File: src/hw/sxi_pkg.sv
// constants and types for the system exception and interrupt status block
`default_nettype none
package sxi_pkg;
   // register addresses, byte addresses of the documented map
   localparam logic [23:0] SXI_ADDR_EXC_HIGH  = 24'hffe020;
   localparam logic [23:0] SXI_ADDR_EXC_LOW   = 24'hffe021;
   localparam logic [23:0] SXI_ADDR_LAST_VEC  = 24'hffe023;
   localparam logic [23:0] SXI_ADDR_PEND      = 24'hffe030;
   localparam logic [23:0] SXI_ADDR_PEND_SET  = 24'hffe031;
   localparam int          SXI_ADDR_W         = 24;
   // reset values
   localparam logic [7:0]  SXI_EXC_RESET      = 8'h00;
   localparam logic [7:0]  SXI_LAST_RESET     = 8'h04;
   localparam logic [7:0]  SXI_PEND_RESET     = 8'h00;
   // field layout of the high status byte: bits 7..3 used
   localparam int          SXI_HIGH_LSB       = 3;
   localparam int          SXI_HIGH_N         = 5;
   // field layout of the low status byte: bits 2..0 used
   localparam int          SXI_LOW_N          = 3;
   // vector field of the last-serviced register sits in bits 6..2
   localparam int          SXI_VEC_LSB        = 2;
   localparam int          SXI_VEC_W          = 5;
   // shared exception vector address
   localparam logic [23:0] SXI_EXC_VECTOR     = 24'h000008;
   // largest legal quotient before divide overflow
   localparam logic [31:0] SXI_QUOT_MAX       = 32'h0fffffff;
   // exception source index inside the 8-bit combined flag vector
   localparam int          SXI_IDX_ILL        = 3;
endpackage : sxi_pkg
`default_nettype wire

File: src/hw/sxi_w1c_bits.sv
// bank of sticky flags: set by hardware, cleared by write-one
`timescale 1ns/1ps
`default_nettype none
module sxi_w1c_bits #(
   parameter int          WIDTH = 8
) (
   input  wire logic             clk_in,
   input  wire logic             rst_n_in,
   input  wire logic [WIDTH-1:0] set_in,
   input  wire logic [WIDTH-1:0] clr_in,
   output logic      [WIDTH-1:0] flag_out
);
   // one flag per bit; a set in the clear cycle wins so no event is lost
   genvar i;
   generate
      for (i = 0; i < WIDTH; i++) begin : g_bit
         logic flag_q;
         logic flag_d;
         assign flag_d = set_in[i] | (flag_q & ~clr_in[i]);
         always_ff @(posedge clk_in or negedge rst_n_in) begin
            if (!rst_n_in) begin
               flag_q <= 1'b0;
            end else begin
               flag_q <= flag_d;
            end
         end
         assign flag_out[i] = flag_q;
      end
   endgenerate
endmodule : sxi_w1c_bits
`default_nettype wire

File: src/hw/sxi_top.sv
// system exception status, pending requests and last-serviced vector
//
// Summary of operation
// - exceptions raise regardless of master enable, all through one shared vector.
// - on exception push pc and flags, fetch vector 000008h, set status bit.
// - a source whose status bit is set cannot raise again until cleared.
// - a different exception during service vectors again and sets its own bit.
// - illegal instruction pushes pc and flags only once while its bit stands.
// - acknowledge clears the matching pending bit until the next pulse.
// - writing one to a pending bit clears it; zero leaves it.
// - writing one to the set register sets the pending bit.
// - both status bytes readable singly or as one 16-bit access.
// - high status bits 7..3: sp, pc overflow, div zero, div overflow, illegal.
// - divide overflow flagged when the quotient exceeds 0fffffff.
// - low status bits 2..0: watchdog osc fail, primary osc fail, watchdog.
// - taking a vector stores its address bits in the last-serviced register.
// - last-serviced reads bit 7 and bits 1..0 zero, resets to 04h.
// - a request pulse sets its pending bit, held until ack or clear.
// - master enable cleared on ack, reset, trap and every exception.
`timescale 1ns/1ps
`default_nettype none
module sxi_top
   import sxi_pkg::*;
#(
   parameter int NUM_REQ = 8
) (
   input  wire logic                    CLK_SYS_IN,
   input  wire logic                    RESETN_IN,
   // register port
   input  wire logic [sxi_pkg::SXI_ADDR_W-1:0] ADDR_IN,
   input  wire logic [15:0]             WDATA_IN,
   input  wire logic                    WIDE_IN,
   input  wire logic                    WR_IN,
   input  wire logic                    RD_IN,
   output logic      [15:0]             RDATA_OUT,
   // exception events from the core
   input  wire logic                    EXC_SP_OVF_IN,
   input  wire logic                    EXC_PC_OVF_IN,
   input  wire logic                    EXC_ILLEGAL_IN,
   input  wire logic                    EXC_WDT_OSC_IN,
   input  wire logic                    EXC_PRI_OSC_IN,
   input  wire logic                    EXC_WDT_IN,
   input  wire logic                    DIV_VALID_IN,
   input  wire logic [31:0]             DIV_DIVISOR_IN,
   input  wire logic [63:0]             DIV_QUOTIENT_IN,
   // interrupt requests and core handshake
   input  wire logic [NUM_REQ-1:0]      REQ_PULSE_IN,
   input  wire logic                    ACK_IN,
   input  wire logic [sxi_pkg::SXI_VEC_W-1:0] ACK_VEC_IN,
   input  wire logic                    TRAP_IN,
   input  wire logic                    MIE_SET_IN,
   output logic                         MASTER_IRQ_ENABLE_OUT,
   output logic                         IRQ_REQ_OUT,
   output logic                         EXC_TAKE_OUT,
   output logic                         PUSH_CONTEXT_OUT,
   output logic      [23:0]             VECTOR_ADDR_OUT
);
   import sxi_pkg::*;

   // address decode; a wide access at the high byte reaches both status bytes
   wire sel_high = (ADDR_IN == SXI_ADDR_EXC_HIGH);
   wire sel_low  = (ADDR_IN == SXI_ADDR_EXC_LOW) | (sel_high & WIDE_IN);
   wire sel_last = (ADDR_IN == SXI_ADDR_LAST_VEC);
   wire sel_pend = (ADDR_IN == SXI_ADDR_PEND);
   wire sel_pset = (ADDR_IN == SXI_ADDR_PEND_SET);

   // byte lanes: wide access puts high register in [15:8]
   wire [7:0] wr_high_byte = WIDE_IN ? WDATA_IN[15:8] : WDATA_IN[7:0];
   wire [7:0] wr_low_byte  = WDATA_IN[7:0];

   // divide faults derived from the divider result
   wire div_zero = DIV_VALID_IN & (DIV_DIVISOR_IN == 32'h0000_0000);
   wire div_ovf  = DIV_VALID_IN & ~div_zero
                   & (DIV_QUOTIENT_IN > {32'h0000_0000, SXI_QUOT_MAX});

   // raw exception events in status order, high then low byte
   wire [SXI_HIGH_N-1:0] raw_high = {EXC_SP_OVF_IN, EXC_PC_OVF_IN, div_zero,
                                     div_ovf, EXC_ILLEGAL_IN};
   wire [SXI_LOW_N-1:0]  raw_low  = {EXC_WDT_OSC_IN, EXC_PRI_OSC_IN, EXC_WDT_IN};

   wire [SXI_HIGH_N-1:0] st_high;
   wire [SXI_LOW_N-1:0]  st_low;

   // an event from a source already flagged is blocked
   wire [SXI_HIGH_N-1:0] take_high = raw_high & ~st_high;
   wire [SXI_LOW_N-1:0]  take_low  = raw_low & ~st_low;
   // any new type vectors again, even mid-service; enable plays no part
   wire exc_take = (|take_high) | (|take_low);
   // a repeated illegal opcode is masked by its set flag above, so it cannot push twice
   wire exc_push = exc_take;

   // write-one clears; reserved bits are ignored, software keeps them zero
   wire wr_high = WR_IN & sel_high;
   wire wr_low  = WR_IN & sel_low;
   wire [SXI_HIGH_N-1:0] clr_high = {SXI_HIGH_N{wr_high}} & wr_high_byte[7:SXI_HIGH_LSB];
   wire [SXI_LOW_N-1:0]  clr_low  = {SXI_LOW_N{wr_low}} & wr_low_byte[SXI_LOW_N-1:0];

   // status flags
   sxi_w1c_bits #(
      .WIDTH    (SXI_HIGH_N)
   ) u_exc_high (
      .clk_in   (CLK_SYS_IN),
      .rst_n_in (RESETN_IN),
      .set_in   (take_high),
      .clr_in   (clr_high),
      .flag_out (st_high)
   );

   sxi_w1c_bits #(
      .WIDTH    (SXI_LOW_N)
   ) u_exc_low (
      .clk_in   (CLK_SYS_IN),
      .rst_n_in (RESETN_IN),
      .set_in   (take_low),
      .clr_in   (clr_low),
      .flag_out (st_low)
   );

   // pending requests: pulse or software set, cleared by ack or write-one
   logic [NUM_REQ-1:0] pend_q;
   logic [NUM_REQ-1:0] pend_d;
   wire  [NUM_REQ-1:0] pend_set  = REQ_PULSE_IN
                                   | ({NUM_REQ{WR_IN & sel_pset}} & WDATA_IN[NUM_REQ-1:0]);
   wire  [NUM_REQ-1:0] ack_onehot = ACK_IN ? (NUM_REQ'(1) << ACK_VEC_IN) : '0;
   wire  [NUM_REQ-1:0] pend_clr  = ack_onehot
                                   | ({NUM_REQ{WR_IN & sel_pend}} & WDATA_IN[NUM_REQ-1:0]);
   assign pend_d = pend_set | (pend_q & ~pend_clr);

   always_ff @(posedge CLK_SYS_IN or negedge RESETN_IN) begin
      if (!RESETN_IN) begin
         pend_q <= SXI_PEND_RESET[NUM_REQ-1:0];
      end else begin
         pend_q <= pend_d;
      end
   end

   // master enable: exceptions, ack, trap and reset all drop it
   logic mie_q;
   logic mie_d;
   assign mie_d = (exc_take | ACK_IN | TRAP_IN) ? 1'b0 :
                  (MIE_SET_IN ? 1'b1 : mie_q);

   always_ff @(posedge CLK_SYS_IN or negedge RESETN_IN) begin
      if (!RESETN_IN) begin
         mie_q <= 1'b0;
      end else begin
         mie_q <= mie_d;
      end
   end

   // last-serviced vector field, software may also write it
   logic [SXI_VEC_W-1:0] last_q;
   logic [SXI_VEC_W-1:0] last_d;
   wire  [SXI_VEC_W-1:0] exc_vec_field = SXI_EXC_VECTOR[SXI_VEC_LSB+SXI_VEC_W-1:SXI_VEC_LSB];
   assign last_d = exc_take ? exc_vec_field :
                   ACK_IN   ? ACK_VEC_IN :
                   (WR_IN & sel_last) ? WDATA_IN[SXI_VEC_LSB+SXI_VEC_W-1:SXI_VEC_LSB] :
                   last_q;

   always_ff @(posedge CLK_SYS_IN or negedge RESETN_IN) begin
      if (!RESETN_IN) begin
         last_q <= SXI_LAST_RESET[SXI_VEC_LSB+SXI_VEC_W-1:SXI_VEC_LSB];
      end else begin
         last_q <= last_d;
      end
   end

   // read mux; unmapped addresses and reserved bits read zero
   wire [7:0] high_byte = {st_high, 3'b000};
   wire [7:0] low_byte  = {5'b00000, st_low};
   wire [7:0] last_byte = {1'b0, last_q, 2'b00};
   wire [15:0] rd_mux =
      (sel_high & WIDE_IN)  ? {high_byte, low_byte} :
      sel_high              ? {8'h00, high_byte} :
      (ADDR_IN == SXI_ADDR_EXC_LOW) ? {8'h00, low_byte} :
      sel_last              ? {8'h00, last_byte} :
      sel_pend              ? 16'(pend_q) :
      16'h0000;

   // registered outputs; read data valid only the cycle after the strobe
   always_ff @(posedge CLK_SYS_IN or negedge RESETN_IN) begin
      if (!RESETN_IN) begin
         RDATA_OUT             <= 16'h0000;
         EXC_TAKE_OUT          <= 1'b0;
         PUSH_CONTEXT_OUT      <= 1'b0;
         VECTOR_ADDR_OUT       <= 24'h000000;
         IRQ_REQ_OUT           <= 1'b0;
         MASTER_IRQ_ENABLE_OUT <= 1'b0;
      end else begin
         RDATA_OUT             <= RD_IN ? rd_mux : 16'h0000;
         EXC_TAKE_OUT          <= exc_take;
         PUSH_CONTEXT_OUT      <= exc_push;
         VECTOR_ADDR_OUT       <= exc_take ? SXI_EXC_VECTOR : VECTOR_ADDR_OUT;
         IRQ_REQ_OUT           <= (|pend_d) & mie_d;
         MASTER_IRQ_ENABLE_OUT <= mie_d;
      end
   end
endmodule : sxi_top
`default_nettype wire

File: config.mk
export PLATFORM = sky130hd
export DESIGN_NAME = sxi_top
export DESIGN_NICKNAME = d
export VERILOG_FILES = /design/src/hw/sxi_pkg.sv /design/src/hw/sxi_w1c_bits.sv /design/src/hw/sxi_top.sv
export SDC_FILE = /design/constraint.sdc
export NUM_CORES = 1
export LEC_CHECK = 0
export ABC_AREA = 1
export BUFFER_PORTS_ARGS = -buffer_cell sky130_fd_sc_hd__buf_2
export CAP_MARGIN = 5
export CELL_PAD_IN_SITES_DETAIL_PLACEMENT = 1
export CELL_PAD_IN_SITES_GLOBAL_PLACEMENT = 1
export CORE_UTILIZATION = 28
export CTS_CLUSTER_SIZE = 24
export DETAILED_ROUTE_END_ITERATION = 16
export PLACE_DENSITY_LB_ADDON = 0.1
export SLEW_MARGIN = 25
export SYNTH_ARGS = -nofsm -noshare
export SYNTH_HDL_FRONTEND = slang
export SYNTH_SLANG_ARGS = --single-unit
File: constraint.sdc
create_clock -name CLK_SYS_IN -period 2.3 [get_ports CLK_SYS_IN]
set_clock_uncertainty 0.05 [all_clocks]
set_input_delay 0.23 -clock CLK_SYS_IN [delete_from_list [all_inputs] [get_ports CLK_SYS_IN]]
set_output_delay 0.23 -clock CLK_SYS_IN [all_outputs]
set_load 0.01 [all_outputs]
==> run_results.csv, run 1 <==
group,metric,value,unit
sta,tightest_slew,0.855,ns
logic_synthesis,syn_area,0.00269,mm2
logic_synthesis,avgSynthCellArea,6.68,um2
floorplan,core.rowCount,35,
logic_synthesis,yosysUniqueCellTypes,26,
drt,drt.antenna.violating_nets,0,
drt,drtIter0Drc,85,
place,dpl-instance-area,0.00346,mm2
power,p_comb_frac,0.217,
final_layout,drive_gt1_frac,0.319,
logic_synthesis,yosysSeqAreaShare,0.354,
drt,routedWlPerCell,12.4,um
final_layout,multiInputGateArea,0.00136,mm2
grt,grtUsageMet2,0.332,
floorplan,die_w,100,um
power,finalPower,1.62,mW
cts,post_cts_buffers,0,
outcome,outcome,"complete, but fails checks",
cts,hold_buffers,0,
sta,period_needed,1.59,ns
grt,grt_pass1_wl,13800,um
power,p_per_area,454,mW/mm2
logic_synthesis,synth_top_family_by_area,"simple AND/OR/NAND/NOR gates",
floorplan,initial_core_util,0.290,
grt,antenna_found_initial,0,
place,post-place-cells,676,
grt,grt_pass1_vias,3021,
drt,avgViaCountPerCell,4.29,
drt,firstDrtPassIters,4,
sta,fin_ws,0.710,ns
final_layout,diodes,0,
grt,grt_usage,0.175,
worst_setup_path,required,2.42,ns
hold_path,min_path_type,"in -> async",
logic_synthesis,ys_top_cells_by_area,"dfrtp_1 (34%), nand2_1 (13%), nor2_1 (11%), inv_1 (8.5%), buf_4 (7.8%)",
final_layout,stdcell_count,684,
run,maxCapViolCount,0,
grt,grt-ovfl-total,0,
power,peakVddDrop,190,uV
sta,maxSlewViolCount,0,
logic_synthesis,syn_inst,403,
floorplan,dieArea,0.0100,mm2
cts,path_clk_slew,0.09,ns
power,pwr-share-clk,0.335,
sta,timing.fmax,0.629,GHz
power,p_sw,462,uW
cts,tritoncts,"built",
place,gp_congestion,0.805,
floorplan,core_region_area,0.00928,mm2
logic_synthesis,yosys.area_share.adder,0,
place,pre_cts_slack,0.457,ns
logic_synthesis,synth-compound-area-share,0.0558,
sta,rsz0062_at_grt,"false",
final_layout,areaGrowthSynthToFinish,32.9,%
sta,hold_ws,-0.00120,ns
cts,numCtsBuffers,5,
logic_synthesis,ys_seq_elements,38,
drt,drt-total-wl,8450,um
sta,hold_violations,8,
logic_synthesis,yosysTopAreaCell,"dfrtp_1",
outcome,violations,"hold timing",
final_layout,fin_area,0.00357,mm2
drt,drc_errors,0,
final_layout,fill_cells,1282,
logic_synthesis,synthXorXnorAreaFrac,0,
final_layout,seq_area,952,um2
cts,clock-root-buffer,"clkbuf_8",
power,intPower,1.16,mW
power,power_frac_seq,0.449,
floorplan,io_pins,208,
final_layout,post-route-util,0.385,
logic_synthesis,yosys.area_share.simple,0.385,
worst_setup_path,worstSetupPathType,"reg -> reg",
logic_synthesis,synth_top_area_frac,0.344,
grt,gr-usage-met1,0.206,
logic_synthesis,synth_mux_area_frac,0.0298,
power,power.share.switching,0.285,
worst_setup_path,path_max_fanout,7,
sta,fin_crit_sh,0.691,
sta,setup_viol,0,
sta,tns,0,ns
worst_setup_path,worst_setup_path_end_kind,"register",
final_layout,finalNetCount,718,
cts,cts-resized-gates,0,
worst_setup_path,crit_arrival,1.71,ns
grt,grt_max_degree,39,
grt,grt_use_met3,0.0313,
cts,ctsHtreeMaxLevel,2,
logic_synthesis,ys_warn_count,0,
cts,numClockSinks,38,
worst_setup_path,critPathLaunchType,"register",
drt,vias,2933,
place,hpwl,7270,um
cts,clk_latency,0.29,ns
power,leakagePower,2.11,nW
cts,cts.path.max_buffers,2,
place,place.port_buffers,150,
sta,relSlewSlack,0.430,
grt,busiest_layer,"met2",
floorplan,die_y,100,um
## critical path: stages (launching register included)
cell and delay, ns:
dfrtp_1 0.39, nor2_1 0.06, inv_1 0.08, nand4_1 0.09, nor2_1 0.12, nand2_1 0.08, inv_1 0.11, nand2_1 0.18
or2_2 0.32
## flip-flops by register name, summed over array words and instances (netlist names)
signal	cells
u_exc_high.g_bit.flag_q	5
RDATA_OUT	13
mie_q	1
IRQ_REQ_OUT	1
VECTOR_ADDR_OUT	1
u_exc_low.g_bit.flag_q	3
pend_q	8
EXC_TAKE_OUT	1
last_q	5
## kinds of logic after synthesis
family	count (synthesis)
and+or+nand+nor	235
buffers and inverters	94
DFF	38
AOI/OAI and AO/OA	27
muxes	8
other	1
## cells in the final DEF (no fill, tap or decap), drive strengths merged
cell type,count
nand3,23
buf,150
nor3,5
nand3b,1
or2,2
conb,26
dfrtp,37
nand2,99
nor2,86
clkbuf,8
mux2i,8
inv,63
o21ai,15
nand4,19
o22ai,4
dfstp,1
a21oi,4
o21a,4
## path summary, 6_finish.rpt
kind	to	from	slack (ns)	cells after the start
worst min register to register	VECTOR_ADDR_OUT[3]	VECTOR_ADDR_OUT[3]	0.42	1
min in group CLK_SYS_IN	u_exc_high.g_bit[4].flag_q	EXC_SP_OVF_IN	0.12	3
max in group asynchronous	u_exc_high.g_bit[2].flag_q	RESETN_IN	1.67	1
worst max-delay path	VECTOR_ADDR_OUT[3]	u_exc_low.g_bit[2].flag_q	0.71	8
worst max register to register	VECTOR_ADDR_OUT[3]	u_exc_low.g_bit[2].flag_q	0.71	8
worst min-delay path	RDATA_OUT[2]	RESETN_IN	-0.001	1
## metal layers
| metal | share of wire | vias up |
|---|---|---|
| li1 | - | 1502 |
| met2 | 0.50 | 109 |
| met5 | 0 | - |
| met4 | 0.0086 | 0 |
| met3 | 0.068 | 6 |
| met1 | 0.43 | 1316 |
## power by group through the flow
stage               logic [mW]  clock network (mW)  registers [mW]
floorplan                0.207                   0           0.739
global placement         0.346                   0           0.739
detailed placement       0.354                   0           0.742
CTS                      0.356               0.559           0.728
global route             0.401               0.584           0.733
finish                   0.351               0.543           0.728
## synth_stat cells
master,n
nand2_1,94
nor2_1,80
inv_1,61
dfrtp_1,37
buf_4,28
nand3_1,23
nand4_1,18
o21ai_0,14
mux2i_1,8
nand2_2,5
nor2_2,5
a21oi_1,4
nor3_1,4
o21a_1,4
o22ai_1,4
buf_2,2
inv_2,2
or2_2,2
buf_6,1
conb_1,1
dfstp_2,1
nand3b_4,1
nand4_2,1
nor2_4,1
nor3_4,1
o21ai_1,1
## cell type report
class | instances | share of cell area
multi-input combinational | 296 | 0.382
sequential | 38 | 0.266
timing repair buffer | 150 | 0.210
inverter | 63 | 0.0662
tap | 129 | 0.0452
clock buffer | 8 | 0.0308
(Power assumes the default switching activity.)
==> inputs of run 2 (changes only) <==
CORE_UTILIZATION = 23   (was 28)
clock period = 1.3 ns   (was 2.3 ns; I/O delays follow)
==> run_results.csv, run 2 (synthesized netlist as in run 1, its figures left out) <==
group,metric,value,unit
outcome,outcome,"complete, but fails checks",
outcome,violations,"setup timing",
drt,vias,3156,
power,p_per_area,802,mW/mm2
drt,drc_errors,0,
cts,ctsHtreeMaxLevel,2,
final_layout,areaGrowthSynthToFinish,59.1,%
final_layout,drive_gt1_frac,0.446,
final_layout,regMostFlops,"RDATA_OUT",
grt,grt_pass1_vias,3146,
floorplan,die_w,110,um
cts,path_clk_slew,0.06,ns
drt,drtIter0Drc,67,
place,dpl-instance-area,0.00379,mm2
grt,grt-ovfl-total,0,
place,gp_congestion,0.743,
sta,fin_ws,-0.147,ns
final_layout,largest_register_ffs,13,
worst_setup_path,required,1.42,ns
floorplan,dieArea,0.0121,mm2
grt,grt_usage,0.156,
sta,hold_violations,0,
drt,firstDrtPassIters,4,
cts,cts.path.max_buffers,2,
final_layout,reg_top3,"RDATA_OUT x13, pend_q x8",
grt,grt_pass1_wl,14400,um
sta,setup_viol,8,
power,peakVddDrop,453,uV
floorplan,core.rowCount,39,
cts,clk_latency,0.28,ns
drt,routedWlPerCell,12.3,um
grt,antenna_found_initial,0,
place,post-place-cells,729,
power,leakagePower,2.42,nW
drt,avgViaCountPerCell,4.22,
worst_setup_path,critPathLaunchType,"register",
final_layout,stdcell_count,748,
cts,numCtsBuffers,5,
cts,numClockSinks,38,
final_layout,final_cell_mix,"buf_2 (146), nand2_1 (83), nor2_1 (73), inv_1 (51), buf_4 (42)",
worst_setup_path,crit_arrival,1.56,ns
floorplan,initial_core_util,0.236,
power,finalPower,3.43,mW
sta,rsz0062_at_grt,"true",
sta,fin_crit_sh,1.11,
worst_setup_path,worstSetupPathType,"reg -> reg",
final_layout,fin_area,0.00428,mm2
grt,grt_max_degree,39,
floorplan,io_pins,208,
place,hpwl,7830,um
final_layout,finalNetCount,768,
hold_path,min_path_type,"in -> reg",
final_layout,mostFrequentLayoutCell,"buf_2",
place,place.port_buffers,150,
worst_setup_path,path_max_fanout,7,
drt,drt.antenna.violating_nets,0,
final_layout,diodes,0,
sta,timing.fmax,0.691,GHz
worst_setup_path,worst_setup_path_end_kind,"register",
sta,tns,-0.826,ns
cts,tritoncts,"built",
run,maxCapViolCount,0,
floorplan,core_region_area,0.0114,mm2
floorplan,die_y,110,um
sta,period_needed,1.45,ns
sta,hold_ws,0.0833,ns
sta,maxSlewViolCount,0,
cts,clock-root-buffer,"clkbuf_16",
drt,drt-total-wl,9210,um
-- run 2: cell count changes in the layout (fill, tap and decap cells not counted), moves of 8 or more --
cell | before | now
nand2_1 | 94 | 83
buf_4 | 0 | 42
buf_6 | 0 | 8
o21ai_0 | 14 | 3
inv_1 | 61 | 51
-- run 2: critical path, cell delays in order (launching register included) --
cell     delay [ns]
dfrtp_1        0.34
inv_1          0.05
nand2_2        0.07
nand4_1        0.11
nor2_1         0.13
nand2_1        0.09
inv_2          0.13
nand2_4        0.11
or2_4          0.25
-- run 2: worst paths after layout --
kind / slack [ns] / from / cells after the start / to
min in group asynchronous: 0.29 / RESETN_IN / 3 / last_q[3]
max reg2reg: -0.15 / u_exc_low.g_bit[0].flag_q / 8 / VECTOR_ADDR_OUT[3]
max: -0.15 / u_exc_low.g_bit[0].flag_q / 8 / VECTOR_ADDR_OUT[3]
max in group asynchronous: 0.65 / RESETN_IN / 3 / last_q[0]
min reg2reg: 0.44 / u_exc_high.g_bit[1].flag_q / 2 / u_exc_high.g_bit[1].flag_q
min: 0.08 / REQ_PULSE_IN[5] / 5 / pend_q[5]
-- run 2: metal layers --
layer	vias to the layer above	wire length, um	GRT usage
li1	1610	-	-
met1	1437	3700	0.174
met2	100	4800	0.300
met3	9	593	0.0282
met4	0	121	0.0423
met5	-	0	0
-- run 2: layout make-up --
class	count	area (um2)
tap	143	179
clock buffer	8	166
multi-input combinational	297	1550
timing repair buffer	199	1190
inverter	63	246
fill	1512	7140
sequential	38	952
-- run 2: repair_timing --
action / CTS / global route
cloned: 0 / 1
pin swaps: 5 / 15
resized for setup: 9 / 66
setup endpoints to repair: 9 / 24
buffers inserted: 4 / 5
endpoints found under the hold margin: 37 / 0
hold buffers: 1 / 0
-- run 2: stage by stage --
| stage | utilization | worst slack, ns |
|---|---|---|
| after floorplan | - | -0.0252 |
| after global placement | 0.332 | -0.322 |
| after detailed placement | 0.332 | -0.326 |
| after CTS | 0.354 | -0.120 |
| after global routing | 0.375 | -0.272 |
| final | 0.375 | -0.147 |
-- run 2: where the power goes --
part	total, mW	internal (mW)	switching, mW
Combinational	0.808	0.365	0.443
Sequential	1.29	1.26	0.0283
Clock	1.34	0.868	0.468
Total	3.43	2.49	0.940
